===== config.mk =====
export PLATFORM = sky130hd
export DESIGN_NAME = plsc_regs
export DESIGN_NICKNAME = d
export VERILOG_FILES = /design/src/design/plsc_pkg.sv /design/src/design/plsc_regs.sv /design/src/design/plsc_train_track.sv
export SDC_FILE = /design/constraint.sdc
export NUM_CORES = 1
export LEC_CHECK = 0
export BUFFER_PORTS_ARGS = -buffer_cell sky130_fd_sc_hd__buf_2
export CELL_PAD_IN_SITES_DETAIL_PLACEMENT = 0
export CELL_PAD_IN_SITES_GLOBAL_PLACEMENT = 1
export CORE_ASPECT_RATIO = 1.5
export CORE_MARGIN = 5
export CORE_UTILIZATION = 33
export DETAILED_ROUTE_END_ITERATION = 10
export MAX_ROUTING_LAYER = met4
export PLACE_DENSITY = 0.8
export SLEW_MARGIN = 25
export SYNTH_ARGS = -nofsm -noshare
export SYNTH_HDL_FRONTEND = slang
export SYNTH_SLANG_ARGS = --single-unit

===== constraint.sdc =====
create_clock -name i_ref_clk -period 2.33 [get_ports i_ref_clk]
set_input_delay 0.233 -clock i_ref_clk [delete_from_list [all_inputs] [get_ports i_ref_clk]]
set_output_delay 0.233 -clock i_ref_clk [all_outputs]
set_load 0.03 [all_outputs]

===== src/design/plsc_pkg.sv =====
package plsc_pkg;

	// Register byte offsets in configuration space
	localparam logic [7:0] PLSC_LINK_STATE_REPORT_OFS = 8'hd0;
	localparam logic [7:0] PLSC_SLOT_FEATURE_CAPS_OFS = 8'hd4;

	// Link state report fields
	localparam int PLSC_SPEED_LSB = 16;
	localparam int PLSC_SPEED_MSB = 19;
	localparam int PLSC_WIDTH_LSB = 20;
	localparam int PLSC_WIDTH_MSB = 25;
	localparam int PLSC_TRAIN_ERR_BIT = 26;
	localparam int PLSC_TRAINING_BIT = 27;
	localparam int PLSC_SLOT_CLK_BIT = 28;
	localparam int PLSC_DL_ACTIVE_BIT = 29;

	// Slot feature caps fields
	localparam int PLSC_ATTN_BTN_BIT = 0;
	localparam int PLSC_PWR_CTRL_BIT = 1;
	localparam int PLSC_ATTN_IND_BIT = 3;
	localparam int PLSC_PWR_IND_BIT = 4;
	localparam int PLSC_HP_SURPRISE_BIT = 5;
	localparam int PLSC_HP_CAPABLE_BIT = 6;
	localparam int PLSC_SPL_VAL_LSB = 7;
	localparam int PLSC_SPL_VAL_MSB = 14;
	localparam int PLSC_SPL_SCL_LSB = 15;
	localparam int PLSC_SPL_SCL_MSB = 16;
	localparam int PLSC_SLOT_NUM_LSB = 19;
	localparam int PLSC_SLOT_NUM_MSB = 31;

	// Field codes and reset values
	localparam logic [3:0] PLSC_SPEED_2G5 = 4'h1;
	localparam logic [3:0] PLSC_SPEED_5G0 = 4'h2;
	localparam logic [3:0] PLSC_SPEED_RST = 4'h2;
	localparam logic [5:0] PLSC_WIDTH_X1 = 6'h01;
	localparam logic [5:0] PLSC_WIDTH_RST = 6'h01;
	localparam logic [7:0] PLSC_SPL_VAL_RST = 8'h00;
	localparam logic [1:0] PLSC_SPL_SCL_RST = 2'h0;
	localparam logic [12:0] PLSC_SLOT_NUM_RST = 13'h0000;
	localparam logic [31:0] PLSC_WORD_ZERO = 32'h0000_0000;

	// Byte lanes that cover the power limit value and scale fields
	localparam logic [3:0] PLSC_SPL_BYTE_MASK = 4'h7;

	// Values that the SMBus or EEPROM loader may replace
	typedef struct packed {
		logic [12:0] slot_num;
		logic [1:0] spl_scale;
		logic [7:0] spl_value;
		logic hp_capable;
		logic hp_surprise;
		logic pwr_ind;
		logic attn_ind;
		logic pwr_ctrl;
		logic attn_btn;
		logic slot_clk;
	} plsc_load_s;

	// Events from the link training and data link logic
	typedef struct packed {
		logic train_start;
		logic train_fail;
		logic train_done;
		logic [3:0] speed;
		logic [5:0] width;
		logic dl_active;
	} plsc_link_ev_s;

	// Configuration space access
	typedef struct packed {
		logic rd;
		logic wr;
		logic [7:0] addr;
		logic [3:0] be;
		logic [31:0] wdata;
	} plsc_cfg_req_s;

	typedef enum logic [3:0] {
		PLSC_LT_IDLE = 4'b0001,
		PLSC_LT_TRAIN = 4'b0010,
		PLSC_LT_L0 = 4'b0100,
		PLSC_LT_FAIL = 4'b1000
	} plsc_lt_state_e;

endpackage


===== src/design/plsc_regs.sv =====
// Contract
// - Link speed at 19:16, 0001b 2.5G, 0010b 5.0G, resets to 0010b.
// - Negotiated width at 25:20, 0001b means x1, resets to 0001b.
// - Training error bit 26 set on failure, cleared on reaching L0.
// - Training bit 27 high while training runs, cleared when done.
// - Slot clock bit 28 follows strap at reset, loader may override.
// - Bit 29 follows data link active one cycle late (registered), resets low.
// - Slot caps at D4h exist and apply on downstream ports only.
// - Attention button, power controller, attention indicator bits 0,1,3.
// - Power indicator present bit, resets zero, loadable.
// - Hot-plug surprise bit, resets zero, loadable.
// - Hot-plug capable bit, resets zero, loadable.
// - Power limit value resets 00h; a write sends power limit message. The code sends it only when byte lane 0, 1 or 2 is enabled.
// - Power limit scale resets 00b; a write sends power limit message. The code sends it only when byte lane 0, 1 or 2 is enabled.
// - Physical slot number resets to zero, loadable.
`timescale 1ns/1ps
module plsc_regs (
	input wire logic i_ref_clk,
	input wire logic i_reset_n,
	input wire logic i_downstream,
	input wire logic i_slot_clock_strap_pin,
	input wire plsc_pkg::plsc_cfg_req_s i_cfg,
	input wire logic i_load_valid,
	input wire plsc_pkg::plsc_load_s i_load,
	input wire plsc_pkg::plsc_link_ev_s i_link,
	output logic [31:0] o_cfg_rdata,
	output logic o_cfg_rvalid,
	output logic o_spl_msg_req,
	output logic [7:0] o_spl_value,
	output logic [1:0] o_spl_scale
);
	import plsc_pkg::*;

	logic rst_meta_r;
	logic rst_n_r;
	logic strap_done_r;
	logic slot_clk_r;
	logic dl_active_r;
	logic training;
	logic train_err;
	logic [3:0] speed;
	logic [5:0] width;
	logic attn_btn_r;
	logic pwr_ctrl_r;
	logic attn_ind_r;
	logic pwr_ind_r;
	logic hp_surprise_r;
	logic hp_capable_r;
	logic [12:0] slot_num_r;
	logic [7:0] spl_value_nxt;
	logic [1:0] spl_scale_nxt;
	logic spl_wr;
	logic [31:0] link_word;
	logic [31:0] caps_word;
	logic [31:0] wmask;
	logic [31:0] wval;

	// Reset release through two flops
	always_ff @(posedge i_ref_clk or negedge i_reset_n) begin
		if (!i_reset_n) begin
			rst_meta_r <= 1'b0;
			rst_n_r <= 1'b0;
		end else begin
			rst_meta_r <= 1'b1;
			rst_n_r <= rst_meta_r;
		end
	end

	plsc_train_track u_train (
		.i_ref_clk(i_ref_clk),
		.i_rst_n(rst_n_r),
		.i_ev(i_link),
		.o_training(training),
		.o_train_err(train_err),
		.o_speed(speed),
		.o_width(width)
	);

	// Strap is sampled in the first cycle after release, not under reset
	always_ff @(posedge i_ref_clk or negedge rst_n_r) begin
		if (!rst_n_r) begin
			strap_done_r <= 1'b0;
			slot_clk_r <= 1'b0;
		end else if (i_load_valid) begin
			strap_done_r <= 1'b1;
			slot_clk_r <= i_load.slot_clk;
		end else if (!strap_done_r) begin
			strap_done_r <= 1'b1;
			slot_clk_r <= i_slot_clock_strap_pin;
		end
	end

	always_ff @(posedge i_ref_clk or negedge rst_n_r) begin
		if (!rst_n_r) begin
			dl_active_r <= 1'b0;
		end else begin
			dl_active_r <= i_link.dl_active;
		end
	end

	// Loader-only capability bits; software has no write path
	always_ff @(posedge i_ref_clk or negedge rst_n_r) begin
		if (!rst_n_r) begin
			attn_btn_r <= 1'b0;
			pwr_ctrl_r <= 1'b0;
			attn_ind_r <= 1'b0;
			pwr_ind_r <= 1'b0;
			hp_surprise_r <= 1'b0;
			hp_capable_r <= 1'b0;
			slot_num_r <= PLSC_SLOT_NUM_RST;
		end else if (i_load_valid) begin
			attn_btn_r <= i_load.attn_btn;
			pwr_ctrl_r <= i_load.pwr_ctrl;
			attn_ind_r <= i_load.attn_ind;
			pwr_ind_r <= i_load.pwr_ind;
			hp_surprise_r <= i_load.hp_surprise;
			hp_capable_r <= i_load.hp_capable;
			slot_num_r <= i_load.slot_num;
		end
	end

	// Byte-enable expansion, one lane per generate step
	for (genvar g = 0; g < 4; g++) begin : g_lane
		assign wmask[8*g +: 8] = {8{i_cfg.be[g]}};
	end

	assign wval = i_cfg.wdata;

	// Upstream ports ignore writes to the slot caps word
	assign spl_wr = i_cfg.wr && i_downstream
		&& (i_cfg.addr == PLSC_SLOT_FEATURE_CAPS_OFS)
		&& ((i_cfg.be & PLSC_SPL_BYTE_MASK) != 4'h0);

	always_comb begin
		spl_value_nxt = o_spl_value;
		spl_scale_nxt = o_spl_scale;
		for (int b = 0; b < 8; b++) begin
			if (wmask[PLSC_SPL_VAL_LSB + b]) begin
				spl_value_nxt[b] = wval[PLSC_SPL_VAL_LSB + b];
			end
		end
		for (int b = 0; b < 2; b++) begin
			if (wmask[PLSC_SPL_SCL_LSB + b]) begin
				spl_scale_nxt[b] = wval[PLSC_SPL_SCL_LSB + b];
			end
		end
	end

	// Software write outranks a loader update in the same cycle
	always_ff @(posedge i_ref_clk or negedge rst_n_r) begin
		if (!rst_n_r) begin
			o_spl_value <= PLSC_SPL_VAL_RST;
			o_spl_scale <= PLSC_SPL_SCL_RST;
		end else if (spl_wr) begin
			o_spl_value <= spl_value_nxt;
			o_spl_scale <= spl_scale_nxt;
		end else if (i_load_valid) begin
			o_spl_value <= i_load.spl_value;
			o_spl_scale <= i_load.spl_scale;
		end
	end

	// Message request pulses once per qualifying write
	always_ff @(posedge i_ref_clk or negedge rst_n_r) begin
		if (!rst_n_r) begin
			o_spl_msg_req <= 1'b0;
		end else begin
			o_spl_msg_req <= spl_wr;
		end
	end

	always_comb begin
		link_word = PLSC_WORD_ZERO;
		link_word[PLSC_SPEED_MSB:PLSC_SPEED_LSB] = speed;
		link_word[PLSC_WIDTH_MSB:PLSC_WIDTH_LSB] = width;
		link_word[PLSC_TRAIN_ERR_BIT] = train_err;
		link_word[PLSC_TRAINING_BIT] = training;
		link_word[PLSC_SLOT_CLK_BIT] = slot_clk_r;
		link_word[PLSC_DL_ACTIVE_BIT] = dl_active_r;
	end

	always_comb begin
		caps_word = PLSC_WORD_ZERO;
		caps_word[PLSC_ATTN_BTN_BIT] = attn_btn_r;
		caps_word[PLSC_PWR_CTRL_BIT] = pwr_ctrl_r;
		caps_word[PLSC_ATTN_IND_BIT] = attn_ind_r;
		caps_word[PLSC_PWR_IND_BIT] = pwr_ind_r;
		caps_word[PLSC_HP_SURPRISE_BIT] = hp_surprise_r;
		caps_word[PLSC_HP_CAPABLE_BIT] = hp_capable_r;
		caps_word[PLSC_SPL_VAL_MSB:PLSC_SPL_VAL_LSB] = o_spl_value;
		caps_word[PLSC_SPL_SCL_MSB:PLSC_SPL_SCL_LSB] = o_spl_scale;
		caps_word[PLSC_SLOT_NUM_MSB:PLSC_SLOT_NUM_LSB] = slot_num_r;
	end

	// Read data registered one cycle after the strobe; others read zero
	always_ff @(posedge i_ref_clk or negedge rst_n_r) begin
		if (!rst_n_r) begin
			o_cfg_rdata <= PLSC_WORD_ZERO;
			o_cfg_rvalid <= 1'b0;
		end else begin
			o_cfg_rvalid <= i_cfg.rd;
			if (!i_cfg.rd) begin
				o_cfg_rdata <= PLSC_WORD_ZERO;
			end else if (i_cfg.addr == PLSC_LINK_STATE_REPORT_OFS) begin
				o_cfg_rdata <= link_word;
			end else if (i_cfg.addr == PLSC_SLOT_FEATURE_CAPS_OFS
				&& i_downstream) begin
				o_cfg_rdata <= caps_word;
			end else begin
				o_cfg_rdata <= PLSC_WORD_ZERO;
			end
		end
	end

endmodule // plsc_regs


===== src/design/plsc_train_track.sv =====
`timescale 1ns/1ps
module plsc_train_track (
	input wire logic i_ref_clk,
	input wire logic i_rst_n,
	input wire plsc_pkg::plsc_link_ev_s i_ev,
	output logic o_training,
	output logic o_train_err,
	output logic [3:0] o_speed,
	output logic [5:0] o_width
);
	import plsc_pkg::*;

	plsc_lt_state_e state_r;
	plsc_lt_state_e state_nxt;

	always_comb begin
		state_nxt = state_r;
		case (state_r)
			PLSC_LT_IDLE, PLSC_LT_L0, PLSC_LT_FAIL: begin
				if (i_ev.train_start) begin
					state_nxt = PLSC_LT_TRAIN;
				end
			end
			PLSC_LT_TRAIN: begin
				// Failure outranks success if both are flagged together
				if (i_ev.train_fail) begin
					state_nxt = PLSC_LT_FAIL;
				end else if (i_ev.train_done) begin
					state_nxt = PLSC_LT_L0;
				end
			end
			default: begin
				state_nxt = PLSC_LT_IDLE;
			end
		endcase
	end

	always_ff @(posedge i_ref_clk or negedge i_rst_n) begin
		if (!i_rst_n) begin
			state_r <= PLSC_LT_IDLE;
		end else begin
			state_r <= state_nxt;
		end
	end

	// High only while training runs
	always_ff @(posedge i_ref_clk or negedge i_rst_n) begin
		if (!i_rst_n) begin
			o_training <= 1'b0;
		end else begin
			o_training <= (state_nxt == PLSC_LT_TRAIN);
		end
	end

	// A fail seen with a success still sets the flag
	always_ff @(posedge i_ref_clk or negedge i_rst_n) begin
		if (!i_rst_n) begin
			o_train_err <= 1'b0;
		end else if (i_ev.train_fail) begin
			o_train_err <= 1'b1;
		end else if (state_r == PLSC_LT_TRAIN && i_ev.train_done) begin
			o_train_err <= 1'b0;
		end
	end

	// Speed and width are latched only when the link reaches L0
	always_ff @(posedge i_ref_clk or negedge i_rst_n) begin
		if (!i_rst_n) begin
			o_speed <= PLSC_SPEED_RST;
			o_width <= PLSC_WIDTH_RST;
		end else if (state_nxt == PLSC_LT_L0 && state_r == PLSC_LT_TRAIN) begin
			o_speed <= i_ev.speed;
			o_width <= i_ev.width;
		end
	end

endmodule // plsc_train_track


Word-level counts from Yosys, hierarchy flattened

Index checks and enable logic that the tools add are counted.

Eq/ne operators: 12
Muxes and demuxes: 25
Reduce and logical (&&, ||, !) cells: 13

Operator list:

| kind                                          | number |
|---|---|
| 2-to-1 mux 32 bit                             | 3 |
| == test 8 bit, second input constant          | 2 |
| 2-to-1 mux 8 bit                              | 2 |
| 2-to-1 mux 1 bit                              | 14 |
| 2-to-1 mux 4 bit                              | 3 |
| == test 4 x 2 -> 1 bit, second input constant | 2 |
| == test 4 x 3 -> 1 bit, second input constant | 2 |
| inequality test 2 bit, second input constant  | 4 |
| case mux 4 bit (2 select lines)               | 1 |
| logical AND 1 bit                             | 6 |
| AND reduction 2 bit                           | 3 |
| == test 4 x 1 -> 1 bit, second input constant | 1 |
| == test 4 bit, second input constant          | 1 |
| 2-to-1 mux 2 bit                              | 2 |
| nonzero test 2 bit                            | 2 |
| nonzero test 4 bit                            | 1 |
| OR reduction 3 bit                            | 1 |

Register bits after elaboration: 84
Input bits: 95
Output and inout port bits: 44

Logic depth before layout (Yosys ltp)

Gate-level depths: netlist of the first run.

Depth after elaboration: 5
Depth in mapped cells: 6
Mapped depth without buffers: 4

Hierarchy

A second synthesis of the first run with hierarchy kept.

Cell total of the unflattened synthesis: 227
Area, all modules: 3,210.6 sq um

By module, submodules not included:

| module           | times used | cells each | area an instance (sq um) | sequential area each (sq um) |
|---|---|---|---|---|
| plsc_regs        | 1          | 177        | 2,501.1                  | 1,676.6 |
| plsc_train_track | 1          | 50         | 709.4                    | 404.1 |

Least setup slack after synthesis of the first run

OpenSTA, ideal clock, no wires.

Kind: input port to flip-flop
Start: input i_cfg[37] in the netlist's numbering
End: register o_spl_value[0]
Setup time: 0.125 ns
Arrival time: 1.732 ns
Data required time: 2.205 ns
Path slack: 0.473 ns
Stages on the path: 5
Path buffers: 1
Path through: or3_4 o41ai_4 buf_6 mux2_1 mux2_2

Word-level cells in the longest chain between the ends: 5

RTL lines:

| element                                                                      | RTL line         | source |
|---|---|---|
| from (decl)                                                                  | plsc_regs.sv:22  | `input wire plsc_pkg::plsc_cfg_req_s i_cfg,` |
| == test 8 bit (*)                                                            | plsc_regs.sv:131 | `&& (i_cfg.addr == PLSC_SLOT_FEATURE_CAPS_OFS)` |
| logical AND 1 bit (*)                                                        | plsc_regs.sv:131 |  |
| logical AND 1 bit (*)                                                        | plsc_regs.sv:132 | `&& ((i_cfg.be & PLSC_SPL_BYTE_MASK) != 4'h0);` |
| inequality test 2 bit (no line) / nonzero test 2 bit (equally long branches) | --               |  |
| AND reduction 2 bit (no line)                                                | --               |  |
| to (signal assigned)                                                         | plsc_regs.sv:155 | `o_spl_value <= spl_value_nxt;` |
| to (signal assigned)                                                         | plsc_regs.sv:158 | `o_spl_value <= i_load.spl_value;` |
| to (decl)                                                                    | plsc_regs.sv:29  | `output logic [7:0] o_spl_value,` |

Mark *: on every way between the ends. The rest lies on a longest branch, timed or not.
A chain may end at the register's enable or synchronous reset.

Final worst setup path of the first run

Start: register u_train.state_r[1]
End: register u_train.o_speed[0]

Word-level cells in the longest chain between the ends: 5

RTL lines:

| element                                                       | RTL line                                       | source |
|---|---|---|
| from (decl)                                                   | plsc_train_track.sv:13                         | `plsc_lt_state_e state_r;` |
| from (signal assigned)                                        | plsc_train_track.sv:42                         | `state_r <= state_nxt;` |
| == test 4 x 1 -> 1 bit, or another cell as far along          | plsc_train_track.sv:18                         | `case (state_r)` |
| OR reduction 3 bit / 2-to-1 mux 4 bit (equally long branches) | plsc_train_track.sv:18, plsc_train_track.sv:26 |  |
| case mux 4 bit (2 select lines)                               | plsc_train_track.sv:18                         |  |
| == test 4 x 3 -> 1 bit                                        | plsc_train_track.sv:71                         | `end else if (state_nxt == PLSC_LT_L0 && state_r == PLSC_LT_TRAIN) begin` |
| logical AND 1 bit (*)                                         | plsc_train_track.sv:71                         |  |
| to (signal assigned)                                          | plsc_train_track.sv:72                         | `o_speed <= i_ev.speed;` |
| to (decl)                                                     | plsc_train_track.sv:8                          | `output logic [3:0] o_speed,` |

Marks and branches as above.

==> results by group, run 1 <==
Job
  • Max-cap viol count: 0

Global route
  • Largest net degree at the start of global routing: 43
  • Overall Global Routing Usage: 0.1317
  • Vias in the first global route: 2,313
  • Grt total ovfl: 0
  • First-pass GRT wire length: 11.62 mm
  • Initial antenna violation count: 0

Timing
  • Final setup viols: 0
  • Hold slack: 0.04546 ns
  • RSZ-0062 raised after global routing: no
  • Worst Max-Slew Pin Slew: 0.5349 ns
  • Fmax: 636.1 MHz
  • Minimum clock period: 1.572 ns
  • Setup TNS: 0 ns
  • Slew HR: 0.6434
  • Final Max Tran Viols: 0
  • Final Hold Vio Count: 0
  • Fin crit share: 0.6747
  • Clock skew: 0.006008 ns

Floorplanning
  • Core region area: 9308 µm²
  • Chip width: 90.03 µm
  • Initial Util: 0.3406
  • Number of cell rows: 43
  • Die Height: 130.1 µm
  • Ports: 139
  • DIE AREA: 11,710 µm²

Route
  • Total routed wirelength: 7.287 mm
  • DRC Markers: 0
  • DR WL/cell: 15.91 µm
  • 1st-pass router iterations: 3
  • DR iter-0 viols: 23
  • Vias per cell: 4.699
  • Vias: 2,152
  • Detail Route Antenna Nets: 0

CTS
  • Skew-Pair Late Insertion Delay: 0.33 ns
  • Post-cts resize count: 0
  • CTS Sinks: 83
  • Max H-tree Level: 3
  • Clk pin slew, worst setup/hold paths: 0.06 ns
  • Post-CTS setup buffers: 0
  • Root Driver: clkbuf_16
  • CTS hold repair buffers: 2
  • CTS tree: built
  • CTS max path bufs: 2
  • Total CTS buffers: 9

Placed design
  • Hpwl dp: 5.396 mm
  • Placed Area: 3881 µm²
  • Post-Place Cells: 440
  • PortBufs: 114
  • Final GP Congestion: 0.7999

Setup path
  • Startpoint types: flip-flop
  • Crit-path max FO: 12
  • Crit path DAT: 1.78 ns
  • CP Capture Type: flip-flop
  • Critical path class: reg2reg
  • Req. time, crit path: 2.54 ns

Synth
  • FFs w/ async S/R, synth: 1.000
  • Synthesis-stage register bit count: 83
  • Top_reg_cell synth: dfrtp_1
  • Yosys warns: 0
  • Yosys cell types: 35
  • Syn avg cell area: 14.48 µm²
  • Mapped Area: 3171 µm²
  • Post-synth EDFFs: 0
  • Sequential area share after synthesis: 0.6563
  • Synth Instances: 219

Layout
  • Synth-to-Final Area Change: 32.72%
  • Share of layout cells above drive strength 1: 0.5087
  • Highest-count cells in the layout ignoring fill and taps: buf_2 (114), dfrtp_1 (79), mux2_2 (30)
  • Commonest non-fill, non-tap cell in the layout: buf_2
  • # fillers: 891
  • Post-route cell area: 4208 µm²
  • Final Non-Filler Cells: 458
  • Nets: 436
  • Antenna Cells: 0
  • Post-layout util: 0.4521

Power and ir drop
  • PD cells: 843.4 nW/µm²
  • Maximum VDD drop: 0.4525 mV
  • Leak: 2.106 nW

Min path
  • Worst hold path type: in2reg

Run status
  • Status: finished, final reports clean
[through the flow]
stage / power, mW / setup slack (ns)
2_1_floorplan: 2.001 / 0.4729
3_3_place_gp: 2.135 / 0.4396
3_5_place_dp: 2.159 / 0.4029
4_1_cts: 3.613 / 0.7383
5_1_grt: 3.736 / 0.6454
6_report: 3.549 / 0.7579
[critical path, stage by stage (launching register included)]
cell      delay (ns)
dfrtp_1         0.36
inv_1           0.09
nor4_2          0.36
nand3b_1        0.11
buf_4           0.20
mux2_1          0.31
[cell type report]
type	instances	area (µm²)	share of cell area
Sequential cell	83	2085	0.4954
Multi-Input combinational cell	121	1013	0.2409
Timing Repair Buffer	122	648.1	0.1540
Clock buffer	12	256.5	0.06096
Tap cell	112	140.1	0.03330
Clock inverter	4	50.05	0.01189
Inverter	4	15.01	0.003568
[power by group]
group / total [mW] / internal [mW] / switching (mW)
Clock: 1.42 / 0.886 / 0.537
Combinational: 0.388 / 0.209 / 0.179
Sequential: 1.74 / 1.62 / 0.114
[flip-flops by register name, summed over array words and instances (netlist names), 2 cells and up]
signal,cells
o_cfg_rdata,31
slot_num_r,13
o_spl_value,8
u_train.o_width,6
u_train.o_speed,4
u_train.state_r,4
o_spl_scale,2
[final timing paths]
| kind | from | endpoint | cells past startpoint | slack, ns |
|---|---|---|---|---|
| max | u_train.state_r[1] | u_train.o_speed[0] | 5 | 0.76 |
| min | i_cfg[45] | o_cfg_rvalid | 1 | 0.05 |
| max reg2reg | u_train.state_r[1] | u_train.o_speed[0] | 5 | 0.76 |
| min reg2reg | rst_n_r | o_cfg_rdata[1] | 0 | 0.31 |
| max in group asynchronous | rst_n_r | u_train.state_r[0] | 1 | 1.32 |
| min in group asynchronous | i_reset_n | rst_n_r | 2 | 0.21 |
[cell families (layout without fill, tap and decap cells)]
| kind of cell | count (synthesis) | after routing | synth area share |
|---|---|---|---|
| XOR/XNOR | 2 | 2 | 0.005526 |
| other | 2 | 3 | 0.002369 |
| flip-flops | 83 | 83 | 0.6563 |
| AND/OR/NAND/NOR | 43 | 43 | 0.08721 |
| AO/OA/AOI/OAI | 39 | 39 | 0.1010 |
| multiplexers | 34 | 34 | 0.1204 |
| buffers and inverters | 16 | 142 | 0.02723 |
[cells in the mapped netlist (2+ instances only)]
library cell	n	area [µm²]
dfrtp_1	80	2002
mux2_2	30	337.8
and2_1	19	118.9
a22o_1	12	105.1
o21a_1	9	67.56
o22a_1	8	70.07
o21ai_0	6	30.03
clkbuf_1	5	18.77
nor3_1	5	25.02
inv_1	4	15.01
nand2_1	4	15.01
buf_2	3	15.01
dfstp_2	3	78.83
mux2_1	3	33.78
nand3_1	3	15.01
buf_4	2	15.01
buf_6	2	22.52
conb_1	2	7.510
nor2_1	2	7.510
nor3_2	2	20.02
[layer usage]
metal	wire length [µm]	up-vias	share of wire	global-route usage
met5	0	-	0	-
met4	165	0	0.023	0.06661
met3	560	15	0.077	0.04441
met2	3641	88	0.50	0.2155
met1	2919	1029	0.40	0.1434
li1	-	1020	-	-
No activity file was read; power rests on OpenSTA's default activity.
==> run 2, diff against run 1 <==
clock period = 1.4 ns   (was 2.33 ns; I/O delays follow)
==> run 2 against run 1 <==
Against the previous run:
- the run now ends with setup timing left
- via count up 3.4%
- design area grew 4.5%
- count of clock-buffer cells in the layout is 1 higher
- clock skew grew 0.00067 ns
- die area stayed put
- largest cell class unchanged
- highest routed layer unchanged
==> results by group, run 2 (synthesis gave the netlist of run 1 again) <==
Route
  • 1st-pass router iterations: 4 (+1)
  • DR iter-0 viols: 79 (+240%)
  • DRC Markers: 0 (unchanged)
  • Max Used Layer: met4
  • DR WL/cell: 15.58 µm (-2.1%)
  • Vias per cell: 4.665 (-0.73%)
  • Total routed wirelength: 7.432 mm (+2.0%)
  • Metal2 WL: 3.741 mm (+2.7%)
  • Detail Route Antenna Nets: 0 (unchanged)
  • Vias: 2,225 (+3.4%)
  • Met1 wire length: 3.093 mm (+6.0%)
  • Met3 wire len: 521 µm (-7.0%)

Layout
  • Highest-count cells in the layout ignoring fill and taps: buf_2 (114), dfrtp_1 (79), mux2_2 (29)
  • Antenna Cells: 0 (unchanged)
  • Post-route cell area: 4395 µm² (+4.5%)
  • Post-layout util: 0.4722 (+0.02016)
  • Biggest regs: o_cfg_rdata (31), slot_num_r (13), o_spl_value (8)
  • Synth-to-Final Area Change: 38.63%
  • Final Non-Filler Cells: 477 (+4.1%)
  • Commonest non-fill, non-tap cell in the layout: buf_2
  • Nets: 455 (+4.4%)
  • Share of layout cells above drive strength 1: 0.5397 (+0.03106)
  • Max reg flops: 31 (unchanged)
  • Largest Register: o_cfg_rdata

Global route
  • Overall Global Routing Usage: 0.1388 (+0.007054)
  • Largest net degree at the start of global routing: 36 (-16%)
  • Grt total ovfl: 0 (unchanged)
  • Vias in the first global route: 2,422 (+4.7%)
  • First-pass GRT wire length: 12.23 mm (+5.3%)
  • Initial antenna violation count: 0 (unchanged)

Floorplanning
  • Chip width: 90.03 µm (unchanged)
  • Die Height: 130.1 µm (unchanged)
  • Number of cell rows: 43 (unchanged)
  • Ports: 139 (unchanged)
  • Initial Util: 0.3406 (unchanged)
  • DIE AREA: 11,710 µm² (unchanged)
  • Core region area: 9308 µm² (unchanged)

Power and ir drop
  • Maximum VDD drop: 0.7916 mV (+75%)
  • Clk pwr share: 0.383 (-0.018)
  • Comb power frac: 0.138 (+0.029)
  • Overall power: 5.969 mW (+68%)
  • Sequential share of power: 0.479 (-0.011)
  • Sw Share: 0.2379 (+0.004276)
  • Leak: 2.206 nW (+4.7%)
  • Switching pwr: 1.420 mW (+71%)
  • Cell Int Power: 4.549 mW (+67%)
  • PD cells: 1358 nW/µm² (+61%)

Timing
  • Final setup viols: 8 (+8)
  • Final Hold Vio Count: 0 (unchanged)
  • Fin crit share: 1.035 (+0.3603)
  • Fmax: 690.1 MHz (+8.5%)
  • Worst setup margin: -0.04897 ns (-0.8069 ns)
  • Hold slack: 0.02776 ns (-0.01770 ns)
  • Minimum clock period: 1.449 ns (-0.1231 ns)
  • Final Max Tran Viols: 0 (unchanged)
  • Clock skew: 0.006682 ns (+0.0006738 ns)
  • RSZ-0062 raised after global routing: yes

Setup path
  • Crit-path max cell delay: 0.41 ns (+0.05 ns)
  • Critical path class: reg2reg
  • Req. time, crit path: 1.62 ns (-0.92 ns)
  • CP max stage cell: dfrtp_1
  • Crit-path max FO: 11 (-1)
  • Crit path DAT: 1.66 ns (-0.12 ns)
  • CP bufs+invs: 1 (-1)
  • CP Capture Type: flip-flop
  • Worst path top cell family by delay: simple AND/OR/NAND/NOR gates
  • CP cell instances: nor4_4, nand3b_1, buf_6, mux2_4
  • Startpoint types: flip-flop

Run status
  • Status: finished, violations left
  • Failing checks: setup timing

Placed design
  • Placed Area: 4054 µm² (+4.4%)
  • Post-Place Cells: 457 (+3.9%)
  • PortBufs: 114 (unchanged)
  • Hpwl dp: 5.572 mm (+3.3%)
  • Final GP Congestion: 0.7581 (-5.2%)

CTS
  • Clk pin slew, worst setup/hold paths: 0.06 ns (about the same)
  • Max H-tree Level: 3 (unchanged)
  • CTS max path bufs: 2 (unchanged)
  • Skew-Pair Late Insertion Delay: 0.33 ns (about the same)
  • Total CTS buffers: 9 (unchanged)
  • Root Driver: clkbuf_16
  • CTS tree: built
  • CTS Sinks: 83 (unchanged)

Job
  • Max-cap viol count: 0 (unchanged)

Min path
  • Worst hold path type: in2reg
==> run 2: cell count changes in the layout (fill, tap and decap cells not counted), sizes merged <==
| cell | change |
|---|---|
| clkbuf | +1 |
| bufinv | -1 |
| dlygate4sd3 | +1 |
| buf | +18 |
==> run 2: power groups by stage <==
stage	sequential [mW]	combinational, mW	clock (mW)
floorplan	2.95	0.420	0
global placement	2.89	0.797	0
detailed placement	2.90	0.821	0
CTS	2.86	0.836	2.38
global route	2.90	0.916	2.50
finish	2.86	0.821	2.29
==> run 2: cell type report <==
class | count | area (µm²)
fillers | 868 | 4912
flip-flops and latches | 83 | 2085
multi-input cells | 121 | 1033
repair buffers | 141 | 822.0
clock buffers | 13 | 280.3
well taps | 112 | 140.1
clock inverters | 3 | 20.02
inverters | 4 | 15.01
==> run 2: timing repair <==
| action | in CTS | in global routing |
|---|---|---|
| gates resized for setup | 1 | 0 |
| setup endpoints to repair | 10 | 12 |
| hold endpoints to repair | 4 | 0 |
| gates cloned | 0 | 0 |
| hold buffers | 3 | 0 |
| setup buffers | 1 | 0 |
| pin swaps | 0 | 1 |
==> run 2: final timing paths <==
check                                    from                  to  slack, ns  cells after the start
hold reg to reg                       rst_n_r     o_cfg_rdata[10]       0.22                      0
hold / removal                      i_load[0]          slot_clk_r       0.03                      3
min in group asynchronous           i_reset_n          rst_meta_r       0.13                      2
setup reg to reg           u_train.state_r[3]  u_train.o_speed[0]      -0.05                      4
max in group asynchronous             rst_n_r  u_train.o_width[0]       0.62                      1
setup / recovery           u_train.state_r[3]  u_train.o_speed[0]      -0.05                      4
==> run 2: stage by stage <==
| step | setup slack, ns | TNS, ns |
|---|---|---|
| 2_1_floorplan | -0.2618 | -2.391 |
| 3_3_place_gp | -0.2766 | -7.633 |
| 3_5_place_dp | -0.3025 | -8.974 |
| 4_1_cts | -0.06706 | -0.3898 |
| 5_1_grt | -0.1138 | -0.8842 |
| 6_report | -0.04897 | -0.2396 |
==> run 2: worst reg2reg max path, cell delays in order (launching register included) <==
cell      delay [ns]
dfrtp_1         0.41
nor4_4          0.31
nand3b_1        0.14
buf_6           0.18
mux2_4          0.30
==> run 2: layer usage <==
metal,vias to the layer above,GRT usage
met5,-,-
met2,89,0.2224
met3,5,0.05190
met1,1082,0.1615
li1,1049,-
met4,0,0.04733
